<file path="config.mk">
export PLATFORM = sky130hd
export DESIGN_NAME = axis_param_ctrl
export DESIGN_NICKNAME = d
export VERILOG_FILES = /design/src/shared/axis_param_pkg.sv /design/src/axis_param_ctrl.sv /design/src/nv_backup_seq.sv /design/src/stepper_correction.sv
export SDC_FILE = /design/constraint.sdc
export NUM_CORES = 2
export LEC_CHECK = 0
export BUFFER_PORTS_ARGS = -buffer_cell sky130_fd_sc_hd__buf_2
export CORE_ASPECT_RATIO = 1.5
export CORE_MARGIN = 4
export CORE_UTILIZATION = 29
export CTS_CLUSTER_DIAMETER = 150
export CTS_CLUSTER_SIZE = 40
export DETAILED_ROUTE_END_ITERATION = 10
export SLEW_MARGIN = 40
export SYNTH_ARGS = -nofsm -noshare
export SYNTH_HDL_FRONTEND = slang
export SYNTH_HIERARCHICAL = 1
export SYNTH_SLANG_ARGS = --single-unit
</file>
<file path="constraint.sdc">
create_clock -name I_CORE_CLK -period 79.2 [get_ports I_CORE_CLK]
set_clock_uncertainty 0.2 [all_clocks]
set_input_delay 7.92 -clock I_CORE_CLK [delete_from_list [all_inputs] [get_ports I_CORE_CLK]]
set_output_delay 7.92 -clock I_CORE_CLK [all_outputs]
set_load 0.02 [all_outputs]
</file>
<file path="src/shared/axis_param_pkg.sv">
// shared constants for the axis parameter command block
package axis_param_pkg;
  // ----------------------------------------
  // register map (byte addresses)
  // ----------------------------------------
  localparam logic [7:0] REG_CMD = 8'h00;
  localparam logic [7:0] REG_ARG = 8'h04;
  localparam logic [7:0] REG_STATUS = 8'h08;
  localparam logic [7:0] REG_MODE = 8'h0C;
  localparam logic [7:0] REG_WINDOW = 8'h10;
  localparam logic [7:0] REG_SETTLE = 8'h14;
  localparam logic [7:0] REG_TIMEOUT = 8'h18;
  localparam logic [7:0] REG_PAR_BASE = 8'h20;
  localparam int ST_IDLE_BIT = 4;
  localparam int ST_CORR_BIT = 5;
  localparam int ST_BKP_BIT = 6;
  localparam int ST_TMO_BIT = 7;
  // ----------------------------------------
  // commands and answers
  // ----------------------------------------
  typedef enum logic [3:0] {
    CMD_NONE = 4'h0, CMD_SPAN = 4'h1, CMD_SPEED = 4'h2, CMD_DEADBAND = 4'h3,
    CMD_FF = 4'h4, CMD_PGAIN = 4'h5, CMD_SUMG = 4'h6, CMD_VDAMP = 4'h7, CMD_XDAMP = 4'h8,
    CMD_BACKUP = 4'h9
  } cmd_e;
  typedef enum logic [2:0] {
    RSP_NONE = 3'h0, RSP_OK = 3'h1, RSP_OOR = 3'h2, RSP_JOY_FAIL = 3'h3,
    RSP_STEPPER_NA = 3'h4, RSP_NOT_IDLE = 3'h5, RSP_UNKNOWN = 3'h6
  } rsp_e;
  // ----------------------------------------
  // parameter table: index, limits, reset value
  // ----------------------------------------
  localparam int NPAR = 9;
  localparam int PW = 19;
  localparam logic [3:0] P_SPAN = 4'h0;
  localparam logic [3:0] P_SPEED = 4'h1;
  localparam logic [3:0] P_DEAD = 4'h2;
  localparam logic [3:0] P_FF = 4'h3;
  localparam logic [3:0] P_KPS = 4'h4;
  localparam logic [3:0] P_KPC = 4'h5;
  localparam logic [3:0] P_SUMG = 4'h6;
  localparam logic [3:0] P_VDAMP = 4'h7;
  localparam logic [3:0] P_XDAMP = 4'h8;
  localparam logic [3:0] P_NONE = 4'hF;
  localparam logic [PW-1:0] PAR_MIN [NPAR] = '{19'h00064, 19'h00001, 19'h00001,
    19'h00000, 19'h00000, 19'h00000, 19'h00000, 19'h00000, 19'h00000};
  localparam logic [PW-1:0] PAR_MAX [NPAR] = '{19'h00FFF, 19'h61A80, 19'h00FFF,
    19'h07FFF, 19'h07FFF, 19'h00064, 19'h07FFF, 19'h07FFF, 19'h07FFF};
  localparam logic [PW-1:0] PAR_INIT [NPAR] = '{19'h00140, 19'h02710, 19'h00028,
    19'h00000, 19'h0000A, 19'h00046, 19'h00000, 19'h00000, 19'h00000};
  // ----------------------------------------
  // modes, correction defaults, timing
  // ----------------------------------------
  localparam logic [3:0] MODE_SERVO = 4'h1;
  localparam logic [3:0] MODE_CLSTEP = 4'hE;
  localparam logic [15:0] WINDOW_INIT = 16'h0004;
  localparam logic [15:0] SETTLE_INIT = 16'h000A;
  localparam logic [15:0] TIMEOUT_INIT = 16'h03E8;
  localparam int MS_NS = 1000000;
  localparam int CORE_PERIOD_NS = 5;
  localparam int CYC_PER_MS = MS_NS / CORE_PERIOD_NS;
endpackage : axis_param_pkg

</file>
<file path="src/axis_param_ctrl.sv">
// joystick and loop coefficient command interpreter for one axis
//
// Design decisions made here: strobed register access and the register offsets.
module axis_param_ctrl
  import axis_param_pkg::*;
#(
  parameter int CYC_MS = CYC_PER_MS
)(
  input wire logic I_CORE_CLK,
  input wire logic I_RST_N,
  input wire logic [7:0] I_ADDR,
  input wire logic [31:0] I_WDATA,
  input wire logic I_WR,
  input wire logic I_RD,
  output logic [31:0] O_RDATA,
  input wire logic I_AXIS_IDLE,
  input wire logic [11:0] I_JOY_VALUE,
  output logic O_JOY_ACTIVE,
  output logic O_RSP_VALID,
  output logic [2:0] O_RSP_CODE,
  input wire logic I_CORR_START,
  input wire logic [31:0] I_CMD_POS,
  input wire logic [31:0] I_ACT_POS,
  output logic [31:0] O_CORR_STEP,
  output logic O_CORR_STEP_VALID,
  output logic O_CORR_BUSY,
  output logic O_NV_WRITE,
  output logic [3:0] O_NV_INDEX,
  output logic [31:0] O_NV_DATA
);
  // ----------------------------------------
  // decoding helpers
  // ----------------------------------------
  function automatic logic [3:0] cmd_index(input cmd_e c, input logic clstep);
    case (c)
      CMD_SPAN: cmd_index = P_SPAN;
      CMD_SPEED: cmd_index = P_SPEED;
      CMD_DEADBAND: cmd_index = P_DEAD;
      CMD_FF: cmd_index = P_FF;
      CMD_PGAIN: cmd_index = clstep ? P_KPC : P_KPS;
      CMD_SUMG: cmd_index = P_SUMG;
      CMD_VDAMP: cmd_index = P_VDAMP;
      CMD_XDAMP: cmd_index = P_XDAMP;
      default: cmd_index = P_NONE;
    endcase
  endfunction : cmd_index

  function automatic logic servo_only(input cmd_e c);
    servo_only = (c == CMD_FF) || (c == CMD_SUMG) || (c == CMD_VDAMP) || (c == CMD_XDAMP);
  endfunction : servo_only

  // ----------------------------------------
  // state
  // ----------------------------------------
  logic [PW-1:0] par [NPAR];
  logic [PW-1:0] next_par [NPAR];
  logic [31:0] arg, next_arg;
  logic [3:0] mode, next_mode;
  logic [15:0] window, next_window;
  logic [15:0] settle, next_settle;
  logic [15:0] tmo, next_tmo;
  rsp_e rsp, next_rsp;
  logic next_rsp_valid;
  logic next_joy_active;
  logic [31:0] next_rdata;
  logic bkp_start, bkp_busy, corr_tmo;
  logic stepper, clstep, blocked, cmd_wr;
  cmd_e code;
  logic [3:0] idx;
  logic [PW-1:0] pmax, pmin;

  assign stepper = (mode != MODE_SERVO);
  assign clstep = (mode == MODE_CLSTEP);
  assign blocked = !I_AXIS_IDLE || bkp_busy || O_CORR_BUSY;
  assign cmd_wr = I_WR && (I_ADDR == REG_CMD);
  assign code = cmd_e'(I_WDATA[3:0]);
  assign idx = cmd_index(code, clstep);
  assign pmax = (idx < 4'(NPAR)) ? PAR_MAX[idx] : '0;
  assign pmin = (idx < 4'(NPAR)) ? PAR_MIN[idx] : '0;

  // ----------------------------------------
  // command execution and register writes
  // ----------------------------------------
  always_comb begin
    next_par = par;
    next_arg = arg;
    next_mode = mode;
    next_window = window;
    next_settle = settle;
    next_tmo = tmo;
    next_rsp = rsp;
    next_rsp_valid = 1'b0;
    bkp_start = 1'b0;
    if (I_WR) begin
      case (I_ADDR)
        REG_ARG: next_arg = I_WDATA;
        REG_MODE: next_mode = I_WDATA[3:0];
        REG_WINDOW: next_window = I_WDATA[15:0];
        REG_SETTLE: next_settle = I_WDATA[15:0];
        REG_TIMEOUT: next_tmo = I_WDATA[15:0];
        REG_CMD: begin
          next_rsp_valid = 1'b1;
          if (blocked) begin
            next_rsp = RSP_NOT_IDLE;
          end else if (code == CMD_BACKUP) begin
            bkp_start = 1'b1;
            next_rsp = RSP_OK;
          end else if (idx == P_NONE) begin
            next_rsp = RSP_UNKNOWN;
          end else if (servo_only(code) && stepper) begin
            next_rsp = RSP_STEPPER_NA;
          end else if (arg > {13'h0000, pmax}) begin
            next_rsp = RSP_OOR;
          end else if (arg < {13'h0000, pmin}) begin
            // a span below the floor is a calibration fault, not a range slip
            next_rsp = (idx == P_SPAN) ? RSP_JOY_FAIL : RSP_OOR;
          end else begin
            next_par[idx] = arg[PW-1:0];
            next_rsp = RSP_OK;
          end
        end
        default: next_rsp = rsp;
      endcase
    end
  end

  always_ff @(posedge I_CORE_CLK) begin
    if (!I_RST_N) begin
      for (int i = 0; i < NPAR; i++) begin
        par[i] <= PAR_INIT[i];
      end
      arg <= 32'h0000_0000;
      mode <= MODE_SERVO;
      window <= WINDOW_INIT;
      settle <= SETTLE_INIT;
      tmo <= TIMEOUT_INIT;
      rsp <= RSP_NONE;
      O_RSP_VALID <= 1'b0;
    end else begin
      par <= next_par;
      arg <= next_arg;
      mode <= next_mode;
      window <= next_window;
      settle <= next_settle;
      tmo <= next_tmo;
      rsp <= next_rsp;
      O_RSP_VALID <= next_rsp_valid;
    end
  end
  assign O_RSP_CODE = rsp;

  // ----------------------------------------
  // joystick activity and register reads
  // ----------------------------------------
  always_comb begin
    logic [7:0] off;
    off = I_ADDR - REG_PAR_BASE;
    next_joy_active = (I_JOY_VALUE >= par[P_DEAD][11:0]);
    next_rdata = 32'h0000_0000;
    if (I_RD) begin
      case (I_ADDR)
        REG_ARG: next_rdata = arg;
        REG_STATUS: begin
          next_rdata[2:0] = rsp;
          next_rdata[ST_IDLE_BIT] = I_AXIS_IDLE;
          next_rdata[ST_CORR_BIT] = O_CORR_BUSY;
          next_rdata[ST_BKP_BIT] = bkp_busy;
          next_rdata[ST_TMO_BIT] = corr_tmo;
        end
        REG_MODE: next_rdata = {28'h0000000, mode};
        REG_WINDOW: next_rdata = {16'h0000, window};
        REG_SETTLE: next_rdata = {16'h0000, settle};
        REG_TIMEOUT: next_rdata = {16'h0000, tmo};
        default: begin
          // unmapped addresses read as zero
          if (I_ADDR >= REG_PAR_BASE && off[7:2] < 6'(NPAR) && off[1:0] == 2'h0)
            next_rdata = {13'h0000, par[off[5:2]]};
        end
      endcase
    end
  end

  always_ff @(posedge I_CORE_CLK) begin
    if (!I_RST_N) begin
      O_JOY_ACTIVE <= 1'b0;
      O_RDATA <= 32'h0000_0000;
    end else begin
      O_JOY_ACTIVE <= next_joy_active;
      O_RDATA <= next_rdata;
    end
  end

  // ----------------------------------------
  // backup streamer and stepper correction
  // ----------------------------------------
  nv_backup_seq u_bkp (
    .clk(I_CORE_CLK),
    .rst_n(I_RST_N),
    .i_start(bkp_start),
    .i_par(par),
    .o_busy(bkp_busy),
    .o_nv_write(O_NV_WRITE),
    .o_nv_index(O_NV_INDEX),
    .o_nv_data(O_NV_DATA)
  );

  stepper_correction #(.CYC_MS(CYC_MS)) u_corr (
    .clk(I_CORE_CLK),
    .rst_n(I_RST_N),
    .i_start(I_CORR_START),
    .i_enable(clstep),
    .i_cmd_pos(I_CMD_POS),
    .i_act_pos(I_ACT_POS),
    .i_gain(par[P_KPC][6:0]),
    .i_window(window),
    .i_settle(settle),
    .i_timeout(tmo),
    .o_step(O_CORR_STEP),
    .o_step_valid(O_CORR_STEP_VALID),
    .o_busy(O_CORR_BUSY),
    .o_timed_out(corr_tmo)
  );

  logic go;
  assign go = cmd_wr && !blocked;
endmodule : axis_param_ctrl

</file>
<file path="src/nv_backup_seq.sv">
// streams every stored parameter out to nonvolatile storage on request
module nv_backup_seq
  import axis_param_pkg::*;
(
  input wire logic clk,
  input wire logic rst_n,
  input wire logic i_start,
  input wire logic [PW-1:0] i_par [NPAR],
  output logic o_busy,
  output logic o_nv_write,
  output logic [3:0] o_nv_index,
  output logic [31:0] o_nv_data
);
  typedef enum logic {B_IDLE = 1'b0, B_SEND = 1'b1} bstate_e;
  bstate_e state, next_state;
  logic [3:0] idx, next_idx;
  logic next_write;
  logic [3:0] next_index;
  logic [31:0] next_data;

  always_comb begin
    next_state = state;
    next_idx = idx;
    next_write = 1'b0;
    next_index = o_nv_index;
    next_data = o_nv_data;
    case (state)
      B_IDLE: begin
        if (i_start) begin
          next_state = B_SEND;
          next_idx = 4'h0;
        end
      end
      B_SEND: begin
        next_write = 1'b1;
        next_index = idx;
        next_data = {13'h0000, i_par[idx]};
        next_idx = idx + 4'h1;
        if (idx == 4'(NPAR - 1)) next_state = B_IDLE;
      end
      default: next_state = B_IDLE;
    endcase
  end

  always_ff @(posedge clk) begin
    if (!rst_n) begin
      state <= B_IDLE;
      idx <= 4'h0;
      o_nv_write <= 1'b0;
      o_nv_index <= 4'h0;
      o_nv_data <= 32'h0000_0000;
    end else begin
      state <= next_state;
      idx <= next_idx;
      o_nv_write <= next_write;
      o_nv_index <= next_index;
      o_nv_data <= next_data;
    end
  end
  assign o_busy = (state == B_SEND);
endmodule : nv_backup_seq

</file>
<file path="src/stepper_correction.sv">
// iterative position correction for the closed-loop stepper mode
module stepper_correction
  import axis_param_pkg::*;
#(
  parameter int CYC_MS = CYC_PER_MS
)(
  input wire logic clk,
  input wire logic rst_n,
  input wire logic i_start,
  input wire logic i_enable,
  input wire logic signed [31:0] i_cmd_pos,
  input wire logic signed [31:0] i_act_pos,
  input wire logic [6:0] i_gain,
  input wire logic [15:0] i_window,
  input wire logic [15:0] i_settle,
  input wire logic [15:0] i_timeout,
  output logic signed [31:0] o_step,
  output logic o_step_valid,
  output logic o_busy,
  output logic o_timed_out
);
  typedef enum logic [1:0] {C_IDLE = 2'b00, C_EVAL = 2'b01, C_SETTLE = 2'b10} cstate_e;
  cstate_e state, next_state;
  logic [31:0] div, next_div;
  logic tick;
  logic [15:0] elapsed, next_elapsed, settled, next_settled;
  logic signed [31:0] next_step;
  logic next_valid, next_tmo, next_busy;
  logic signed [32:0] err, mag;
  logic signed [40:0] scaled;

  // ----------------------------------------
  // millisecond enable and step arithmetic
  // ----------------------------------------
  assign tick = (div == 32'(CYC_MS - 1));
  assign err = 33'(i_cmd_pos) - 33'(i_act_pos);
  assign mag = err[32] ? -err : err;
  assign scaled = (41'(err) * $signed({34'h0, i_gain})) / 41'sd100;

  always_comb begin
    next_div = tick ? 32'h0000_0000 : div + 32'h0000_0001;
    next_state = state;
    next_elapsed = tick ? elapsed + 16'h0001 : elapsed;
    next_settled = settled;
    next_step = o_step;
    next_valid = 1'b0;
    next_tmo = o_timed_out;
    case (state)
      C_IDLE: begin
        if (i_start && i_enable) begin
          next_state = C_EVAL;
          next_elapsed = 16'h0000;
          next_tmo = 1'b0;
        end
      end
      C_EVAL: begin
        if (mag <= $signed({17'h00000, i_window})) begin
          next_state = C_IDLE;
        end else if (elapsed >= i_timeout) begin
          next_state = C_IDLE;
          next_tmo = 1'b1;
        end else begin
          // never less than one step, else a small error would stall
          if (scaled == 41'sd0) next_step = err[32] ? -32'sd1 : 32'sd1;
          else next_step = scaled[31:0];
          next_valid = 1'b1;
          next_settled = 16'h0000;
          next_state = C_SETTLE;
        end
      end
      C_SETTLE: begin
        if (tick) begin
          next_settled = settled + 16'h0001;
          if (next_settled >= i_settle) next_state = C_EVAL;
        end
      end
      default: next_state = C_IDLE;
    endcase
    // busy leaves a flop so the top-level output carries no gate
    next_busy = (next_state != C_IDLE);
  end

  always_ff @(posedge clk) begin
    if (!rst_n) begin
      state <= C_IDLE;
      div <= 32'h0000_0000;
      elapsed <= 16'h0000;
      settled <= 16'h0000;
      o_step <= 32'sh0000_0000;
      o_step_valid <= 1'b0;
      o_timed_out <= 1'b0;
      o_busy <= 1'b0;
    end else begin
      state <= next_state;
      div <= next_div;
      elapsed <= next_elapsed;
      settled <= next_settled;
      o_step <= next_step;
      o_step_valid <= next_valid;
      o_timed_out <= next_tmo;
      o_busy <= next_busy;
    end
  end
endmodule : stepper_correction

</file>
==> Yosys cells after proc, flatten, opt, wreduce, memory -nomap -nowiden <==
Memory sizes are Yosys's and may differ from the RTL's.
Cells that the tools add are included.
Widths: inputs -> output; s select.
{ "classes": {"addsub": 7, "multipliers": 1, "div": 1, "n_lt_le_gt_ge": 13, "n_eq_ne": 28, "mux": 61, "bitwise_logic": 14, "n_reduce_logical": 34} }
{ "op_table": {"columns": ["operator", "count"], "rows": [
  ["$mux 19", 12],
  ["$bwmux 171", 1],
  ["$bmux 19 s4", 2],
  ["$pmux 24 s5", 1],
  ["$mux 16", 6],
  ["$demux 19 s4", 1],
  ["$mux 32", 2],
  ["$div 41x8->41 const B", 1],
  ["$logic_not 41->1", 1],
  ["$mul 33x8->41", 1],
  ["$le 33x17->1", 1],
  ["$mux 33", 1],
  ["$neg 33->33", 1],
  ["$sub 32x32->33", 1],
  ["$add 16x1->16 const B", 2],
  ["$add 32x1->32 const B", 1],
  ["$eq 32x18->1 const B", 1],
  ["$ge 16x16->1", 2],
  ["$gt 32x19->1", 1],
  ["$lt 32x19->1", 1],
  ["$pmux 16 s2", 1],
  ["$pmux 4 s8", 1],
  ["$eq 8x5->1 const B", 3],
  ["$pmux 4 s6", 1],
  ["other kinds (43)", 113]
]} }
{ "totals": {"regBits": 422, "rom_bits": 608, "in_bits": 122, "out_inout_bits": 108, "word_cells": 192, "mem_count": 2} }
{ "memory_table": {"columns": ["memory", "depth", "word_bits", "read_ports", "rd_clocked_by_memory_dff", "write_ports", "line_no", "rtl"], "rows": [
  ["(no name shown)", 16, 19, 1, 0, 0, "axis_param_ctrl.sv:79", "assign pmin = (idx < 4'(NPAR)) ? PAR_MIN[idx] : '0;"],
  ["(no name shown)", 16, 19, 1, 0, 0, "axis_param_ctrl.sv:78", "assign pmax = (idx < 4'(NPAR)) ? PAR_MAX[idx] : '0;"]
]} }

==> Longest topological paths before layout <==
{ "logic_depth": {"word_depth": 15, "mapped_depth": 166, "depth_no_buf": 144} }

==> Modules after synthesis <==
Netlist, hierarchy kept.
{ "modules_own_cells": {"columns": ["module", "instances", "cells_per_inst", "area_each_um2", "seq_area_each_um2"], "rows": [
  ["stepper_correction", 1, 3552, 27088.5, 2021.9],
  ["axis_param_ctrl", 1, 1444, 13598.0, 5845.6],
  ["nv_backup_seq", 1, 252, 2478.6, 580.6]
]} }

==> Least setup slack after synthesis <==
Ideal clock, no wire load.
{ "synth_timing": {"path_type": "input-to-reg", "start": "in I_CMD_POS[0]", "end": "reg u_corr.o_step[11]", "setup_time_ns": 0.074, "arrival_ns": 42.418, "required_time_ns": 78.926, "setup_slack_ns": 36.508, "cell_stages": 148, "n_path_buf": 12, "path_cell_list": "inv_1 -> ha_1 -> fa_1 -> nor2b_1 -> o21ai_0 -> nand2b_1 -> a21o_1 -> a21o_1 -> a21o_1 -> a21o_1 -> a21o_1 -> a21o_1 -> a21o_1 -> a21o_1 -> a21o_1 -> a21o_1 -> a21o_1 -> a21o_1 -> [112 not listed] -> a211o_1 -> a221oi_1 -> o21ai_1 -> a221oi_4 -> a21oi_1 -> ha_1 -> and3_1 -> and2_1 -> a31oi_1 -> xnor2_1 -> nor4_1 -> and4_1 -> nand4_1 -> a2111oi_1 -> and4_2 -> nand4_2 -> buf_8 -> a31oi_2"} }
{ "synth_between": {"elab_chain_len": 6, "word_cells_on_any_way": 11, "cone_classes": "2 x add/sub; 1 x mul; 1 x div; 1 x order compare; 3 x mux; 1 x bitwise; 2 x reduce/logical"} }
{ "synth_lines": {"columns": ["item", "line_no", "rtl"], "rows": [
  ["from (decl)", "axis_param_ctrl.sv:22", "input wire logic [31:0] I_CMD_POS,"],
  ["$sub 32x32->33 (*)", "stepper_correction.sv:36", "assign err = 33'(i_cmd_pos) - 33'(i_act_pos);"],
  ["parallel branches: the longest is 5 deep, another holds $mul 33x8->41", null, null],
  ["to (signal assigned)", "stepper_correction.sv:98", "o_step <= next_step;"],
  ["to (decl)", "stepper_correction.sv:17", "output logic signed [31:0] o_step,"]
]} }
Mark *: on every way between the ends.
A chain may end at the register's enable or synchronous reset.

==> Final worst setup path <==
{ "layout_timing": {"start": "in I_CMD_POS[0]", "end": "reg u_corr.o_step[9]"} }
The elaborated chain is that of the path after synthesis.

==> results.json <==
{
  "cts_buffers": 15,
  "cp-end-kind": "register",
  "met2_usage_pct": 32.4,
  "clk_latency_ns": 0.60,
  "worstSetupStartpoint": "I_CMD_POS[0]",
  "max_slew_margin_pct": 41.6,
  "worstPathMaxFanout": 50,
  "min_from": "par[145]",
  "detailed_place_hpwl_mm": 114,
  "tightest_slew_ns": 0.869,
  "yosysSeqAreaShare_pct": 19.6,
  "clock.fmax_ghz": 0.0203,
  "yosysTopAreaCell": "dfxtp_1",
  "critPathMaxStageDelay_ns": 0.75,
  "synth-seq-cells": 422,
  "synthTopCellsByArea": "dfxtp_1 (20%), fa_1 (8.0%), ha_1 (6.1%), mux2i_1 (5.7%), nand2_1 (5.5%)",
  "cts_tree": "done",
  "crit_arrival_ns": 49.56,
  "synth_top_cell_area_share_pct": 19.6,
  "drc_errors": 0,
  "yosysUniqueCellTypes": 160,
  "grt_pass1_vias": 39900,
  "root_buffer": "clkbuf_16",
  "final.setup.tns_ns": 0,
  "synth_edf_count": 0,
  "initial_core_util_pct": 29.2,
  "row_count": 173,
  "clk_pin_slew_worst_paths_ns": 0.14,
  "postSynthAreaPerCell_sq_um": 8.23,
  "syn_area_sq_um": 43200,
  "dr_total_vias": 40300,
  "dieArea_sq_um": 155000,
  "setup_violations": 0,
  "hp-class": "register to register",
  "grt.met3_usage_pct": 1.46,
  "yosysWarnings": 6,
  "cp_common_cell": "a21o_1",
  "die_w_um": 323,
  "fp.coreArea_sq_um": 148000,
  "wirelength_mm": 148,
  "worstPathRequired_ns": 79.46,
  "nets": 5780,
  "fp.dieH_um": 481,
  "r2r-start": "par[59]",
  "overflow": 0,
  "busiest_layer": "met2",
  "synth_common_cells": "nand2_1 (632), dfxtp_1 (422), nor2_1 (353)",
  "async_reset_ff_share_pct": 0,
  "io_pins": 230,
  "crit_family": "compound AO/OA/AOI/OAI gates",
  "gp_congestion": 0.938,
  "drv_slew": 0,
  "areaGrowthSynthToFinish_pct": 7.82,
  "grt_max_degree": 89,
  "hold_violations": 0,
  "cts_buffer_depth": 3,
  "antenna_found_initial": 3,
  "cts-htree-levels": 1,
  "final.period_utilization_pct": 62.2,
  "grt_use_total_pct": 18.2,
  "groute.layer.met1.usage_pct": 22.1,
  "status": "complete, no violations",
  "drt_pass1_iterations": 8,
  "synth_cells": 5248,
  "grt_pass1_wl_mm": 228,
  "synth_most_common_cell": "nand2_1",
  "maxCapViolCount": 0,
  "drtAntennaViolNets": 0,
  "vias_per_cell": 5.59,
  "postCtsHoldBufs": 0,
  "drive_gt1_share_pct": 13.0,
  "setup.worst_path.class": "input port to register",
  "post_drt_wl_per_cell_um": 20.5,
  "crit_path_top_delay_cell": "xnor2_1",
  "post_cts_buffers": 0,
  "cp_num_buf_inv": 7,
  "critPathLaunchType": "input port",
  "ys.flop_type": "dfxtp_1",
  "post-route-min-period_ns": 49.30,
  "cts_sinks": 422,
  "ctsResizeCount": 0,
  "portBuffers": 216,
  "first_iter_violations": 2992,
  "rsz0062_at_grt": "false"
}
layout by cell type (no fill, tap or decap), types with 39 or more instances in the layout:
cell,Yosys,layout
inv_1,326,325
mux4_2,52,52
a21oi_1,291,289
fa_1,172,172
nor3_1,114,112
nor4_1,48,46
o22ai_1,46,46
and3_1,49,49
nand3_1,107,107
a31oi_1,54,53
xnor2_1,140,129
xor2_1,122,99
nor2_1,353,349
or3_1,46,46
a22oi_1,49,49
and2_1,228,227
o211ai_1,39,39
buf_2,46,214
o21ai_0,190,190
nor2b_1,46,45
buf_4,47,63
nand4_1,50,50
mux2i_1,246,244
nand2_1,632,630
dfxtp_1,422,421
a211oi_1,52,46
a21o_1,107,107
mux2_2,64,64
ha_1,209,209
sequential cells by signal, summed over array words and instances (netlist names), 2 cells and up:
| name | flops |
|---|---|
| O_RDATA | 32 |
| O_RSP_CODE | 3 |
| arg | 32 |
| mode | 4 |
| par | 171 |
| settle | 16 |
| tmo | 16 |
| u_bkp/idx | 4 |
| u_bkp/o_nv_data | 19 |
| u_bkp/o_nv_index | 4 |
| u_corr/div | 32 |
| u_corr/elapsed | 16 |
| u_corr/o_step | 32 |
| u_corr/settled | 16 |
| u_corr/state | 2 |
| window | 16 |
kinds of logic after synthesis:
group / synth area share, %
DFF: 19.6
and+or+nand+nor: 21.5
muxes: 10.3
other: 0.00869
buffers and inverters: 6.64
xor gates and xnor gates: 5.52
AOI/OAI and AO/OA: 22.3
adders and majority gates: 14.2
routing by layer:
metal / vias up / part of all wire, %
met3: 334 / 5.2
met4: 2 / 5.3
met2: 1472 / 48
met1: 19600 / 41
met5: - / 0.0054
li1: 18900 / -
layout make-up:
type	instances	area [sq um]
sequential	422	8450
clock inverter	4	66.3
inverter	331	1240
multi-input combinational	4222	32400
fill	15800	102000
antenna	4	10.0
clock buffer	16	379
tap	1925	2410
timing repair buffer	285	1620
final timing paths:
check	endpoint	slack [ns]	cells after the start
min	par[145]	0.28	2
min reg2reg	par[145]	0.28	2
max	u_corr/o_step[9]	29.90	144
max reg2reg	u_corr/o_step[9]	42.88	109
tightest hold or removal path: cells and delay by family (launching register included):
kind / cells / cell delay (ns)
flops: 1 / 0.34
mux: 1 / 0.05
simple gates: 1 / 0.05
stage by stage:
stage,cell area [sq um],setup slack [ns],util (%),hold WS [ns],instances
floorplan,43200,36.51,-,0.236,5260
global placement,45700,30.12,30.9,0.251,7180
detailed placement,45900,29.86,31.0,0.258,7183
CTS,46400,30.26,31.3,0.280,7203
global route,46500,27.03,31.4,0.296,7206
finish,46500,29.90,31.4,0.280,7209
Power is not shown: default switching activity piles up to over one toggle a cycle in this logic, so the estimate is an artifact.
